==> src/include/bplk_pkg.sv <==
package bplk_pkg;

  // ----------------------------------------------------------------------
  // Register map of the plain register port.
  // ----------------------------------------------------------------------
  localparam logic [1:0] REG_CTRL = 2'h0;
  localparam logic [1:0] REG_LOCKDATA = 2'h1;
  localparam logic [1:0] REG_LOCKSTAT = 2'h2;

  // ----------------------------------------------------------------------
  // Control register fields and command patterns (low five bits).
  // ----------------------------------------------------------------------
  localparam int BIT_SPMEN = 0;
  localparam int BIT_BUSY = 6;
  localparam logic [4:0] CMD_NONE = 5'h00;
  localparam logic [4:0] CMD_FILL = 5'h01;
  localparam logic [4:0] CMD_ERASE = 5'h03;
  localparam logic [4:0] CMD_WRITE = 5'h05;
  localparam logic [4:0] CMD_LOCKSET = 5'h09;
  localparam logic [4:0] CMD_REENABLE = 5'h11;

  // ----------------------------------------------------------------------
  // Lock bits: 1 is unprogrammed, 0 is programmed.
  // ----------------------------------------------------------------------
  localparam int LK_APP_WR = 0;
  localparam int LK_APP_RD = 1;
  localparam int LK_BOOT_WR = 2;
  localparam int LK_BOOT_RD = 3;
  localparam int LOCK_DATA_LSB = 2;
  localparam int LOCK_DATA_MSB = 5;
  localparam logic [3:0] LOCK_ERASED = 4'hf;
  localparam logic [7:0] LOCKDATA_RESET = 8'hff;
  localparam logic [1:0] LOCK_PAD = 2'h3;
  localparam logic [7:0] RDATA_IDLE = 8'h00;

  // ----------------------------------------------------------------------
  // Timing and memory layout.
  // ----------------------------------------------------------------------
  localparam logic [2:0] WINDOW_CYC = 3'h4;
  localparam logic [14:0] BOOT_START = 15'h7000;

  // ----------------------------------------------------------------------
  // Types.
  // ----------------------------------------------------------------------
  typedef enum logic [1:0] {
    BPLK_IDLE = 2'b01,
    BPLK_ARMED = 2'b10
  } bplk_win_state_type;

  typedef struct packed {
    logic [1:0] addr;
    logic [7:0] wdata;
    logic we;
    logic re;
  } bplk_bus_req_type;

  typedef struct packed {
    logic store;
    logic load;
    logic [14:0] addr;
    logic pcInBoot;
    logic vecInBoot;
  } bplk_core_req_type;

  typedef struct packed {
    logic flashErase;
    logic flashWrite;
    logic fillBuf;
    logic storeBlocked;
    logic loadOk;
    logic loadBlocked;
    logic intBlock;
  } bplk_core_resp_type;

endpackage : bplk_pkg

==> src/design/bplk_protect.sv <==
// Operation
// - Busy and re-enable bits have no function
// - Two lock fields, each set independently
// - Locks only program; chip erase restores them
// - One is unprogrammed, zero is programmed
// - App mode 1: no access restriction
// - App lower bit programmed: refuse app writes
// - App upper programmed: boot loads denied
// - Mask interrupts, vectors boot, running app
// - Boot mode 1: no access restriction
// - Boot lower bit programmed: refuse boot writes
// - Boot upper programmed: app loads denied
// - Mask interrupts, vectors app, running boot
// - Busy flag always reads zero
//
// Chosen here: the placing of the registers and the strobed register port.
`timescale 1ns/1ns
module bplk_protect
(
  // Clock and reset.
  input wire logic mclk,
  input wire logic srst,
  // Register port.
  input wire bplk_pkg::bplk_bus_req_type bus,
  output logic [7:0] rdata,
  // Core program-memory accesses.
  input wire bplk_pkg::bplk_core_req_type core,
  output bplk_pkg::bplk_core_resp_type resp,
  // Programming interface and nonvolatile lock cells.
  input wire logic progLockWe,
  input wire logic [3:0] progLockData,
  input wire logic chipErase,
  input wire logic [3:0] nvLock,
  output logic [3:0] lockNv
);
  import bplk_pkg::*;

  typedef struct packed {
    logic [3:0] lock;
    logic [7:0] lockData;
    logic [7:0] rdata;
    bplk_core_resp_type resp;
  } bplk_state_type;

  bplk_state_type st;
  bplk_state_type next_st;
  logic [4:0] winCmd;
  logic winActive;
  logic ctrlWe;
  logic consume;
  logic [3:0] lockReq;

  // ----------------------------------------------------------------------
  // Decoding helpers.
  // ----------------------------------------------------------------------
  // True when a byte address falls in the boot loader section.
  function automatic logic inBoot(input logic [14:0] addr);
    inBoot = (addr >= BOOT_START);
  endfunction : inBoot

  // True when stores into the chosen section are refused.
  function automatic logic wrLocked(input logic [3:0] lk, input logic boot);
    wrLocked = boot ? !lk[LK_BOOT_WR] : !lk[LK_APP_WR];
  endfunction : wrLocked

  // True when a load crossing into the target section must be denied.
  function automatic logic loadDenied(input logic [3:0] lk,
                                      input logic pcBoot,
                                      input logic tgtBoot);
    if (pcBoot == tgtBoot)
      loadDenied = 1'b0;
    else
      loadDenied = tgtBoot ? !lk[LK_BOOT_RD] : !lk[LK_APP_RD];
  endfunction : loadDenied

  // ----------------------------------------------------------------------
  // Command window.
  // ----------------------------------------------------------------------
  // The window module owns the control register bits and their
  // four-cycle lifetime; a store consumes whatever is armed.
  assign ctrlWe = bus.we && (bus.addr == REG_CTRL);
  assign consume = core.store && winActive;
  // Lock-set bits as a store would apply them; kept as one named signal
  // so that the lock-set check can look back at the value it used.
  assign lockReq = st.lockData[LOCK_DATA_MSB:LOCK_DATA_LSB];

  bplk_spm_window u_window (
    .mclk(mclk),
    .srst(srst),
    .ctrlWe(ctrlWe),
    .ctrlData(bus.wdata[4:0]),
    .consume(consume),
    .cmd(winCmd),
    .active(winActive)
  );

  // ----------------------------------------------------------------------
  // Next-state logic.
  // ----------------------------------------------------------------------
  // Response flags are one-cycle pulses except the interrupt mask, which
  // follows the executing section every cycle.
  always_comb
  begin
    next_st = st;
    next_st.resp = '0;
    next_st.rdata = RDATA_IDLE;
    // Register reads; read data stand only in the cycle after the strobe.
    if (bus.re)
    begin
      case (bus.addr)
        REG_CTRL:
          next_st.rdata = {3'h0, winCmd};
        REG_LOCKDATA:
          next_st.rdata = st.lockData;
        REG_LOCKSTAT:
          next_st.rdata = {LOCK_PAD, st.lock, LOCK_PAD};
        default:
          next_st.rdata = RDATA_IDLE;
      endcase
    end
    if (bus.we && bus.addr == REG_LOCKDATA)
      next_st.lockData = bus.wdata;
    // Stores inside an armed window.
    if (consume)
    begin
      case (winCmd)
        CMD_ERASE, CMD_WRITE:
        begin
          // Refused stores raise no flash strobe at all.
          if (wrLocked(st.lock, inBoot(core.addr)))
            next_st.resp.storeBlocked = 1'b1;
          else if (winCmd == CMD_ERASE)
            next_st.resp.flashErase = 1'b1;
          else
            next_st.resp.flashWrite = 1'b1;
        end
        CMD_FILL:
          next_st.resp.fillBuf = 1'b1;
        CMD_LOCKSET:
          // AND keeps programming one way; each bit moves alone.
          next_st.lock = st.lock & lockReq;
        CMD_REENABLE:
          // Accepted for compatibility only; the section is always
          // readable here, so nothing else changes.
          next_st.resp = '0;
        default:
          next_st.resp = '0;
      endcase
    end
    // Loads: crossing reads into a read-locked section are denied.
    if (core.load)
    begin
      if (loadDenied(st.lock, core.pcInBoot, inBoot(core.addr)))
        next_st.resp.loadBlocked = 1'b1;
      else
        next_st.resp.loadOk = 1'b1;
    end
    // Interrupt masking when vectors sit in the other side and the executing side is read-locked.
    next_st.resp.intBlock =
      (core.vecInBoot && !core.pcInBoot && !st.lock[LK_APP_RD]) ||
      (!core.vecInBoot && core.pcInBoot && !st.lock[LK_BOOT_RD]);
    // Programming interface may only program further.
    if (progLockWe)
      next_st.lock = next_st.lock & progLockData;
    // Chip erase is the only way back to unprogrammed.
    if (chipErase)
      next_st.lock = LOCK_ERASED;
    // Reset reloads the locks from the nonvolatile cells, never erases.
    if (srst)
    begin
      next_st.lock = nvLock;
      next_st.lockData = LOCKDATA_RESET;
      next_st.rdata = RDATA_IDLE;
      next_st.resp = '0;
    end
  end

  // State register.
  always_ff @(posedge mclk)
  begin
    st <= next_st;
  end

  assign rdata = st.rdata;
  assign resp = st.resp;
  assign lockNv = st.lock;
endmodule : bplk_protect

==> src/design/bplk_spm_window.sv <==
`timescale 1ns/1ns
module bplk_spm_window
(
  // Clock and reset.
  input wire logic mclk,
  input wire logic srst,
  // Control register write and store consumption.
  input wire logic ctrlWe,
  input wire logic [4:0] ctrlData,
  input wire logic consume,
  // Armed command.
  output logic [4:0] cmd,
  output logic active
);
  import bplk_pkg::*;

  typedef struct packed {
    bplk_win_state_type state;
    logic [4:0] cmd;
    logic [2:0] left;
  } bplk_win_type;

  bplk_win_type st;
  bplk_win_type next_st;

  // ----------------------------------------------------------------------
  // Command window.
  // ----------------------------------------------------------------------
  // A command only arms when its enable bit is set; otherwise the write
  // simply disarms, so a stale command can never fire later.
  always_comb
  begin
    next_st = st;
    case (st.state)
      BPLK_IDLE:
      begin
        next_st.cmd = CMD_NONE;
      end
      BPLK_ARMED:
      begin
        if (consume || st.left == 3'h1)
        begin
          next_st.state = BPLK_IDLE;
          next_st.cmd = CMD_NONE;
        end
        next_st.left = st.left - 3'h1;
      end
      default:
      begin
        next_st.state = BPLK_IDLE;
        next_st.cmd = CMD_NONE;
      end
    endcase
    if (ctrlWe)
    begin
      next_st.cmd = ctrlData[BIT_SPMEN] ? ctrlData : CMD_NONE;
      next_st.state = ctrlData[BIT_SPMEN] ? BPLK_ARMED : BPLK_IDLE;
      next_st.left = WINDOW_CYC;
    end
    if (srst)
    begin
      next_st.state = BPLK_IDLE;
      next_st.cmd = CMD_NONE;
      next_st.left = 3'h0;
    end
  end

  // State register.
  always_ff @(posedge mclk)
  begin
    st <= next_st;
  end

  assign cmd = st.cmd;
  assign active = (st.state == BPLK_ARMED);

endmodule : bplk_spm_window

==> config.mk <==
export PLATFORM = sky130hd
export DESIGN_NAME = bplk_protect
export DESIGN_NICKNAME = d
export VERILOG_FILES = /design/src/include/bplk_pkg.sv /design/src/design/bplk_protect.sv /design/src/design/bplk_spm_window.sv
export SDC_FILE = /design/constraint.sdc
export NUM_CORES = 1
export LEC_CHECK = 0
export BUFFER_PORTS_ARGS = -buffer_cell sky130_fd_sc_hd__buf_4
export CAP_MARGIN = 10
export CORE_UTILIZATION = 30
export CTS_BUF_LIST = sky130_fd_sc_hd__clkbuf_16
export CTS_CLUSTER_SIZE = 28
export DETAILED_ROUTE_END_ITERATION = 8
export PLACE_DENSITY = 0.64
export REMOVE_ABC_BUFFERS = 1
export SYNTH_ARGS = -nofsm -noshare
export SYNTH_HDL_FRONTEND = slang
export SYNTH_SLANG_ARGS = --single-unit
==> constraint.sdc <==
create_clock -name mclk -period 1.6 [get_ports mclk]
set_clock_uncertainty 0.05 [all_clocks]
set_input_delay 0.16 -clock mclk [delete_from_list [all_inputs] [get_ports mclk]]
set_output_delay 0.16 -clock mclk [all_outputs]
set_load 0.1 [all_outputs]
# Yosys cells after proc, flatten, opt, wreduce, memory -nomap -nowiden
# Cells that the tools add are included.
# classes
multipliers	0
n_addsub	1
n_div	0
n_reduce_logical	24
n_shift	0
bitwise_logic	5
order_cmp	1
n_mux	30
eq_ne	12
# ops
cell	n
27-bit two-way mux	1
8-bit one-hot mux with 3 select lines	1
4-bit two-way mux	4
8-bit two-way mux	2
15-bit >= comparator, second input constant	1
7-bit two-way mux	2
1-bit two-way mux	11
10-bit two-way mux	1
5-bit two-way mux	2
4-bit AND	2
2-bit two-way mux	4
2-bit OR reduction	4
1-bit logical AND	7
1-bit zero test	6
5-bit by 1-bit equality test with 1-bit output, second input constant	1
5-bit by 2-bit equality test with 1-bit output, second input constant	1
5-bit by 3-bit equality test with 1-bit output, second input constant	1
5-bit by 4-bit equality test with 1-bit output, second input constant	1
2-bit by 1-bit equality test with 1-bit output, second input constant	2
2-bit equality test, second input constant	2
2-bit one-hot mux with 2 select lines	1
4-bit OR reduction	1
3-bit by 1-bit equality test with 1-bit output, second input constant	1
3-bit two-way mux	1
10 further kinds	13
# totals
mem_count	0
rom_bits	0
input_bits	43
latch_bits	0
mem_bits_rw	0
ff_bits	37

# Logic depth before layout (Yosys ltp)
# Gate-level depths: netlist of run 1.
# depth
word_depth	8
ltp_mapped	5
depth_no_buf	5

# By module
# From an unflattened synthesis of run 1, not the netlist that was laid out.
# unflattened
hier_cells	182
hier_area_um2	1732.9
# modules_own_cells
module	seq_area_each_um2	area_each_um2	instances	cells_each
bplk_protect	540.5	1273.7	1	136
bplk_spm_window	200.2	459.2	1	46

# Worst setup path after synthesis of run 1
# Ideal clock, no wire load.
# synth_path
path_type	reg2reg
start	reg u_window.st[1] (netlist name)
end	reg u_window.st (netlist bit u_window.cmd[1])
period_less_slack_ns	1.372
arrival_ns	1.260
path_slack_ns	0.228
stages_incl_launch_ff	6
setup_time_ns	0.061
path_cell_list	dfxtp_1 -> inv_1 -> ha_1 -> nor2b_1 -> nor3_1 -> a32o_1
# synth_between
elab_chain_len	3
# synth_rtl
item	line	rtl
start: declaration	bplk_spm_window.sv:23	bplk_win_type st;
start signal: assignment	bplk_spm_window.sv:71	st <= next_st;
3-bit by 1-bit equality test with 1-bit output	bplk_spm_window.sv:41	if (consume || st.left == 3'h1)
1-bit logical OR	bplk_spm_window.sv:41	
3-bit by 1-bit != test with 1-bit output (no line)	--	
# Every way passes these cells.
# A chain may end at the register's enable or synchronous reset.

==> impl_results.md, run 1 <==
* Run status: finished, final reports clean
* Die footprint at 0.00599 sq mm
* Wire length per cell at 12.1 microns
* CP Class: flip-flop to flip-flop
* Power density cells at 1060 mW/mm^2
* Ant. Diodes at 0
* Reg clk slew, reported paths at 0.05 ns
* Worst EP required at 1.71 ns
* Cells after Synth at 173
* GRT Overall Usage at 12.7%
* Dpl ws at 0.109 ns
* Startpoint Class: flip-flop
* Number of synthesized flops with an enable pin at 0
* Multi-input logic area at 782 sq um
* Most frequent cells in the layout: buf_4, dfxtp_1, a21oi_1, nor2_1, nand2b_1
* Core ar. at 0.00551 sq mm
* Vias in the first global route at 1,290
* Synthesized flop and latch total at 37
* Final setup TNS at 0 ns
* Post-synth top flop: dfxtp_1
* Yosys warns at 0
* Row cnt at 27
* Resized Gates After CTS at 0
* CP Capture Type: flip-flop
* DR vias/cell at 4.52
* Critical R2R Launch: u_window.st[8]
* CTS Buffer Depth at 2
* Post-synth ARST share at 0%
* Nets at 254
* Clk_lat worst skew at 0.28 ns
* Distinct cell type count after synthesis at 38
* Die width at 77.4 microns
* I/O Buffers at 49
* Vias at 1,276
* Worst Hold Class: input pin to flip-flop
* Die H at 77.4 microns
* Initial antenna violation count at 0
* Peak supply drop at 0.404 mV
* Rel. slew slack at 76.3%
* Mapped cell area at 0.00171 sq mm
* Arrival @ worst endpoint at 1.59 ns
* Largest net degree at the start of global routing at 21
* Avg Cell Area, Syn at 9.86 sq um
* Least-Margin Pin Slew at 0.346 ns
* Crit path from: u_window.st[8]
* Layout area overhead at 26.6%
* Initial Util at 31.0%
* GRT overflow at 0
* Placer Congestion at 0.748
* Hold-fix buffers at CTS at 0
* Setup ws final at 0.123 ns
* Max cap viols at 0
* Static leakage at 0.897 nW
* Setup violations, final at 0
* Share of layout cells above drive strength 1 at 31.9%
* Post-synthesis sequential area ratio at 43.4%
* Residual DRC count at 0
* CTS tree: built
* CP max FO at 5
* TritonCTS Sinks at 37
* Tmin final at 1.48 ns
* Depth of the CTS H-tree at 2
* CTS Root Buffer Type: clkbuf_16
* DP Wirelength at 2670 microns
* Drt total wl at 3410 microns
* Hold path startpoint: bus[6]
* Register Area at 741 sq um
* Detailed Route Iter0 Violations at 48
* Most common cell after layout, fill and taps aside: buf_4
* Final ANT Viol Nets at 0
* Post-CTS Repair Setup Buffers at 0
* Max frequency at 0.677 GHz
* Final count of hold timing violations at 0
* Final period utilization at 92.3%
* IO Count at 62
* Slew Viols, Final at 0
* First-pass GRT wire length at 5880 microns
* Fillers at 563
* Cts bufs inserted at 5
* RSZ-0062 raised after global routing: false
* First drt pass iteration count at 4
## routing by layer
layer | wire [microns] | GRT usage, % | share of wire [%]
met1 | 1560 | 14.5 | 46
met2 | 1570 | 20.6 | 46
met3 | 227 | 5.29 | 6.7
met4 | 55 | 5.28 | 1.6
met5 | 0 | 0 | 0
## stage by stage
step	area (sq um)	utilization [%]	hold slack, ns	instances	total power [mW]
finish	2160	39.2	0.0555	282	2.28
global route	2160	39.2	0.0551	282	2.39
CTS	2160	39.2	0.0526	282	2.31
detailed placement	2020	36.7	0.343	274	1.37
global placement	2020	36.7	0.343	274	1.37
floorplan	1530	-	0.179	149	1.24
## worst max-delay path: stages (launching register included)
cell and delay, ns:
dfxtp_1 0.32, or4b_1 0.60, nor4_1 0.31, nor3_1 0.07
## final cells by class
| type | count | area share [%] |
|---|---|---|
| flip-flops and latches | 37 | 34.3 |
| repair buffers | 53 | 18.4 |
| inverters | 2 | 0.347 |
| clock inverters | 3 | 0.811 |
| multi-input cells | 110 | 36.2 |
| clock buffers | 5 | 5.79 |
| well taps | 72 | 4.17 |
## registers in the layout, indices dropped and copies added, names as in the netlist
name and flops:
rdata 8, lockNv 4, st 4, u_window.cmd 5, lockReq 4, u_window.st 5
resp 7
## synth_stat cells (3+ instances only)
cell | n | area (sq um)
a211o_1 | 8 | 70.1
a21oi_1 | 12 | 60.1
a2bb2oi_1 | 3 | 26.3
a32o_1 | 4 | 40.0
and2_1 | 8 | 50.1
buf_4 | 19 | 143
clkbuf_1 | 3 | 11.3
dfxtp_1 | 37 | 741
mux2i_1 | 4 | 40.0
nand2_1 | 3 | 11.3
nand2b_1 | 9 | 56.3
nand3b_1 | 3 | 22.5
nor2_1 | 12 | 45.0
nor2b_1 | 7 | 43.8
nor3_1 | 6 | 30.0
nor4_1 | 5 | 31.3
## path summary, 6_finish.rpt
path                                         to  slack (ns)  cells past startpoint
worst max-delay path                  lockNv[2]        0.12                      3
worst min register to register           st[21]        0.41                      1
worst min-delay path            u_window.cmd[4]        0.06                      2
worst max register to register        lockNv[2]        0.12                      3
## report_power, final
group	switching [mW]	internal [mW]	leakage, nW
logic	0.235	0.131	0.525
registers	0.0239	0.957	0.303
clock network	0.366	0.570	0.0696
## logic make-up after synthesis
| kind of cell | count (synthesis) | synth area share, % |
|---|---|---|
| AO/OA/AOI/OAI | 31 | 13.3 |
| flip-flops | 37 | 43.4 |
| AND/OR/NAND/NOR | 70 | 27.1 |
| adder cells (fa/ha/maj) | 2 | 1.47 |
| buffers and inverters | 26 | 10.8 |
| multiplexers | 4 | 2.35 |
| XOR/XNOR | 3 | 1.54 |
(Power assumes the default switching activity.)
==> run 2: changes to the inputs <==
Settings changed: CORE_UTILIZATION 30 to 48, MAX_ROUTING_LAYER from default to met4, PLACE_DENSITY 0.64 to 0.89.
==> run 2 against run 1 <==
Clock power is 5.2% lower. Cell area fell by 2.0%. Sequential cell count stayed put. Critical endpoint is now lockNv[3].
==> impl_results.md, run 2 (same netlist as run 1, synthesis figures left out) <==
* Run status: finished, final reports clean
* Row cnt at 21
* Hold path startpoint: bus[3]
* Depth of the CTS H-tree at 2
* Peak supply drop at 0.457 mV
* Die footprint at 0.00380 sq mm
* I/O Buffers at 49
* Vias at 1,346
* Startpoint Class: flip-flop
* Placer Congestion at 0.798
* Clk_lat worst skew at 0.28 ns
* GRT Overall Usage at 21.4%
* DP Wirelength at 2550 microns
* Reg clk slew, reported paths at 0.05 ns
* Drt total wl at 3550 microns
* Crit-path slowest cell: or4b_1
* Static leakage at 0.896 nW
* Arrival @ worst endpoint at 1.62 ns
* Placed Instances at 248
* Wire length per cell at 13.9 microns
* Setup violations, final at 0
* Cell Int Power at 1.64 mW
* Flop pwr share at 43.9%
* Fillers at 289
* Ant. Diodes at 0
* Final ANT Viol Nets at 0
* CP Class: flip-flop to flip-flop
* Reg-to-reg endpoint: lockNv[3]
* Worst Hold Class: input pin to flip-flop
* Share of layout cells above drive strength 1 at 30.6%
* Max cap viols at 0
* Layout area overhead at 24.1%
* Critical R2R Launch: u_window.st[8]
* Initial antenna violation count at 0
* CTS Root Buffer Type: clkbuf_16
* First-pass GRT wire length at 5520 microns
* CTS Buffer Depth at 2
* Cts bufs inserted at 5
* Cells along the critical path: or4b_1 -> nor4_1 -> nor3_1
* Vias in the first global route at 1,230
* Hold depth at 2
* Largest stage delay, worst path at 0.62 ns
* Switch Pwr at 0.596 mW
* RSZ-0062 raised after global routing: false
* Worst EP required at 1.71 ns
* Most common cell after layout, fill and taps aside: buf_4
* Delay-heaviest family, CP: simple AND/OR/NAND/NOR gates
* Die H at 61.6 microns
* CP Capture Type: flip-flop
* Most frequent cells in the layout: buf_4, dfxtp_1, a21oi_1, nor2_1, nand2b_1
* Hold-fix buffers at CTS at 0
* First drt pass iteration count at 4
* Final period utilization at 94.9%
* Nets at 254
* Sw Share at 26.6%
* CP max FO at 5
* Max reg flops at 8
* Comb power frac at 16.5%
* Core ar. at 0.00336 sq mm
* CTS tree: built
* Residual DRC count at 0
* DR vias/cell at 5.28
* WHS Endpoint: u_window.cmd[1]
* Resized Gates After CTS at 0
* Die width at 61.6 microns
* WP buf/inv at 0
* IO Count at 62
* R2R cell count at 3
* Largest net degree at the start of global routing at 21
* Detailed Route Iter0 Violations at 73
* Final count of hold timing violations at 0
* Initial Util at 50.7%
* TritonCTS Sinks at 37
* GRT overflow at 0
* Max frequency at 0.659 GHz
* R2R Setup Slk at 0.08 ns
* Slew Viols, Final at 0
* Tmin final at 1.52 ns
* Worst hold margin at 0.0520 ns
* Least-Margin Pin Slew at 0.426 ns
* Clk pwr share at 39.6%
* Rel. slew slack at 71.5%
* Non-filler cells, final at 255
* Power density cells at 1060 mW/mm^2
* Post-CTS Repair Setup Buffers at 0
[run 2: cell types whose count changed in the layout (fill, tap and decap cells not counted)]
cell | previous run | this run
clkinv_1 | 0 | 1
clkinv_2 | 2 | 0
clkinvlp_4 | 1 | 0
inv_1 | 2 | 3
[run 2: layout make-up]
type,instances,area (sq um),share of cell area [%]
Clock buffer,5,125,5.91
Clock inverter,2,7.51,0.354
Inverter,2,7.51,0.354
Multi-Input combinational cell,110,782,36.9
Sequential cell,37,741,35.0
Tap cell,46,57.6,2.72
Timing Repair Buffer,53,398,18.8
[run 2: worst max path at each step]
stage	slack (ns)	endpoint	cells past startpoint	startpoint
after floorplan	-0.02	resp[6]	2	lockNv[0]
after detailed placement	0.11	lockNv[3]	3	u_window.st[8]
final	0.08	lockNv[3]	3	u_window.st[8]
after global placement	0.16	lockNv[2]	3	u_window.st[8]
after global routing	0.05	lockNv[3]	3	u_window.st[8]
after CTS	0.11	lockNv[3]	3	u_window.st[8]
[run 2: power by group through the flow]
stage	logic, mW	clock network [mW]	registers, mW
floorplan	0.0903	0	1.15
global placement	0.364	0	1.00
detailed placement	0.368	0	1.00
CTS	0.371	0.899	0.982
global route	0.392	0.954	0.986
finish	0.371	0.887	0.983
[run 2: stage by stage]
step	cell area, sq um	setup TNS, ns	worst slack, ns	util, %	total power [mW]
floorplan	1530	-0.0178	-0.0178	-	1.24
global placement	1990	0	0.162	59.0	1.36
detailed placement	1990	0	0.115	59.0	1.37
CTS	2120	0	0.110	63.0	2.25
global route	2120	0	0.0457	63.0	2.33
finish	2120	0	0.0823	63.0	2.24
[run 2: per-layer routing]
layer	GRT usage (%)	share of wire (%)
met1	23.1	43
met4	10.2	2.0
met5	-	0
met2	35.8	50
met3	6.51	5.2
==> run 3: changes to the inputs <==
Settings changed: RECOVER_POWER from default to 100, TNS_END_PERCENT from default to 5.
==> run 3 against run 2 <==
Sequential power barely moved. Die area did not move. Via count did not move. Clock power barely moved. Core utilization fell by 2.1 points. Wire length fell by 1.3%. First-iteration DRC count rose by 18%.
==> impl_results.md, run 3 (same netlist as run 1, synthesis figures left out) <==
* Run status: finished, final reports clean
* Most common cell after layout, fill and taps aside: dfxtp_1
* Initial antenna violation count at 0
* CP Capture Type: flip-flop
* Non-filler cells, final at 255
* Worst EP required at 1.71 ns
* Uppermost layer routed: met4
* WL met3 at 218 microns
* Die H at 61.6 microns
* Cts bufs inserted at 5
* Placer Congestion at 0.798
* Max frequency at 0.664 GHz
* Peak supply drop at 0.456 mV
* Tmin final at 1.51 ns
* Detailed Route Iter0 Violations at 86
* Row cnt at 21
* Drt total wl at 3500 microns
* Fillers at 309
* Static leakage at 0.866 nW
* Startpoint Class: flip-flop
* Final period utilization at 94.1%
* Die footprint at 0.00380 sq mm
* Power density cells at 1080 mW/mm^2
* Largest stage delay, worst path at 0.62 ns
* Largest net degree at the start of global routing at 21
* GRT overflow at 0
* Final ANT Viol Nets at 0
* Setup violations, final at 0
* Rel. slew slack at 37.6%
* Vias at 1,346
* TritonCTS Sinks at 37
* Arrival @ worst endpoint at 1.61 ns
* Layout area overhead at 19.9%
* CTS Buffer Depth at 2
* First drt pass iteration count at 4
* Clk_lat worst skew at 0.28 ns
* Vias in the first global route at 1,230
* Die width at 61.6 microns
* Resized Gates After CTS at 0
* Nets at 254
* Max cap viols at 0
* Delay-heaviest family, CP: simple AND/OR/NAND/NOR gates
* Ant. Diodes at 0
* IO Count at 62
* Least-Margin Pin Slew at 0.936 ns
* Slew Viols, Final at 0
* DR vias/cell at 5.28
* GRT Overall Usage at 21.4%
* I/O Buffers at 49
* Share of layout cells above drive strength 1 at 28.7%
* WP buf/inv at 0
* CTS tree: built
* Wire length on met2 at 1750 microns
* DRT met1 WL at 1460 microns
* RSZ-0062 raised after global routing: false
* Initial Util at 50.7%
* Core ar. at 0.00336 sq mm
* Wire length per cell at 13.7 microns
* Placed Instances at 248
* CP max FO at 5
* DP Wirelength at 2550 microns
* Max reg flops at 8
* Reg clk slew, reported paths at 0.05 ns
* Residual DRC count at 0
* Hold-fix buffers at CTS at 0
* Cells along the critical path: or4b_1 -> nor4_1 -> nor3_1
* CP Class: flip-flop to flip-flop
* CTS Root Buffer Type: clkbuf_16
* Final count of hold timing violations at 0
* Worst Hold Class: input pin to flip-flop
* Crit-path slowest cell: or4b_1
* First-pass GRT wire length at 5520 microns
* Post-CTS Repair Setup Buffers at 0
* Pwr Total at 2.22 mW
* Most frequent cells in the layout: dfxtp_1, buf_4, clkbuf_2, a21oi_1, nor2_1
* Depth of the CTS H-tree at 2
==> run 3: changes by cell type in the layout (fill, tap and decap cells not counted), sizes merged <==
cell | previous run | this run
buf | 53 | 31
clkbuf | 5 | 27
==> run 3: stage by stage <==
step / hold WS, ns / area, sq um / setup WS (ns) / TNS [ns] / utilization [%]
6_report: 0.0543 / 2050 / 0.0946 / 0 / 60.9
5_1_grt: 0.0586 / 2050 / 0.0457 / 0 / 60.9
4_1_cts: 0.0531 / 2120 / 0.110 / 0 / 63.0
3_5_place_dp: 0.339 / 1990 / 0.115 / 0 / 59.0
3_3_place_gp: 0.338 / 1990 / 0.162 / 0 / 59.0
2_1_floorplan: 0.179 / 1530 / -0.0178 / -0.0178 / -
==> run 3: final timing paths <==
kind                                     start               to  slack, ns  cells after the start
worst max-delay path            u_window.st[8]        lockNv[3]       0.09                      3
worst min-delay path                    bus[3]  u_window.cmd[1]       0.05                      2
worst max register to register  u_window.st[8]        lockNv[3]       0.09                      3
worst min register to register          st[15]           st[15]       0.41                      1
==> run 3: final cells by class <==
cell class / count / area [sq um] / share of cell area (%)
tap: 46 / 57.6 / 2.81
inverter: 2 / 7.51 / 0.367
multi-input combinational: 110 / 769 / 37.6
clock inverter: 2 / 7.51 / 0.367
timing repair buffer: 53 / 339 / 16.6
sequential: 37 / 741 / 36.2
clock buffer: 5 / 125 / 6.11
==> run 3: power breakdown <==
group	internal [mW]	switching, mW	leakage [nW]
Sequential	0.958	0.0243	0.303
Clock	0.555	0.328	0.0685
Combinational	0.114	0.237	0.495
==> run 3: per-layer routing <==
layer | GRT usage (%) | up-vias
li1 | - | 665
met1 | 23.1 | 621
met2 | 35.8 | 52
met3 | 6.51 | 8
met4 | 10.2 | 0
met5 | - | -
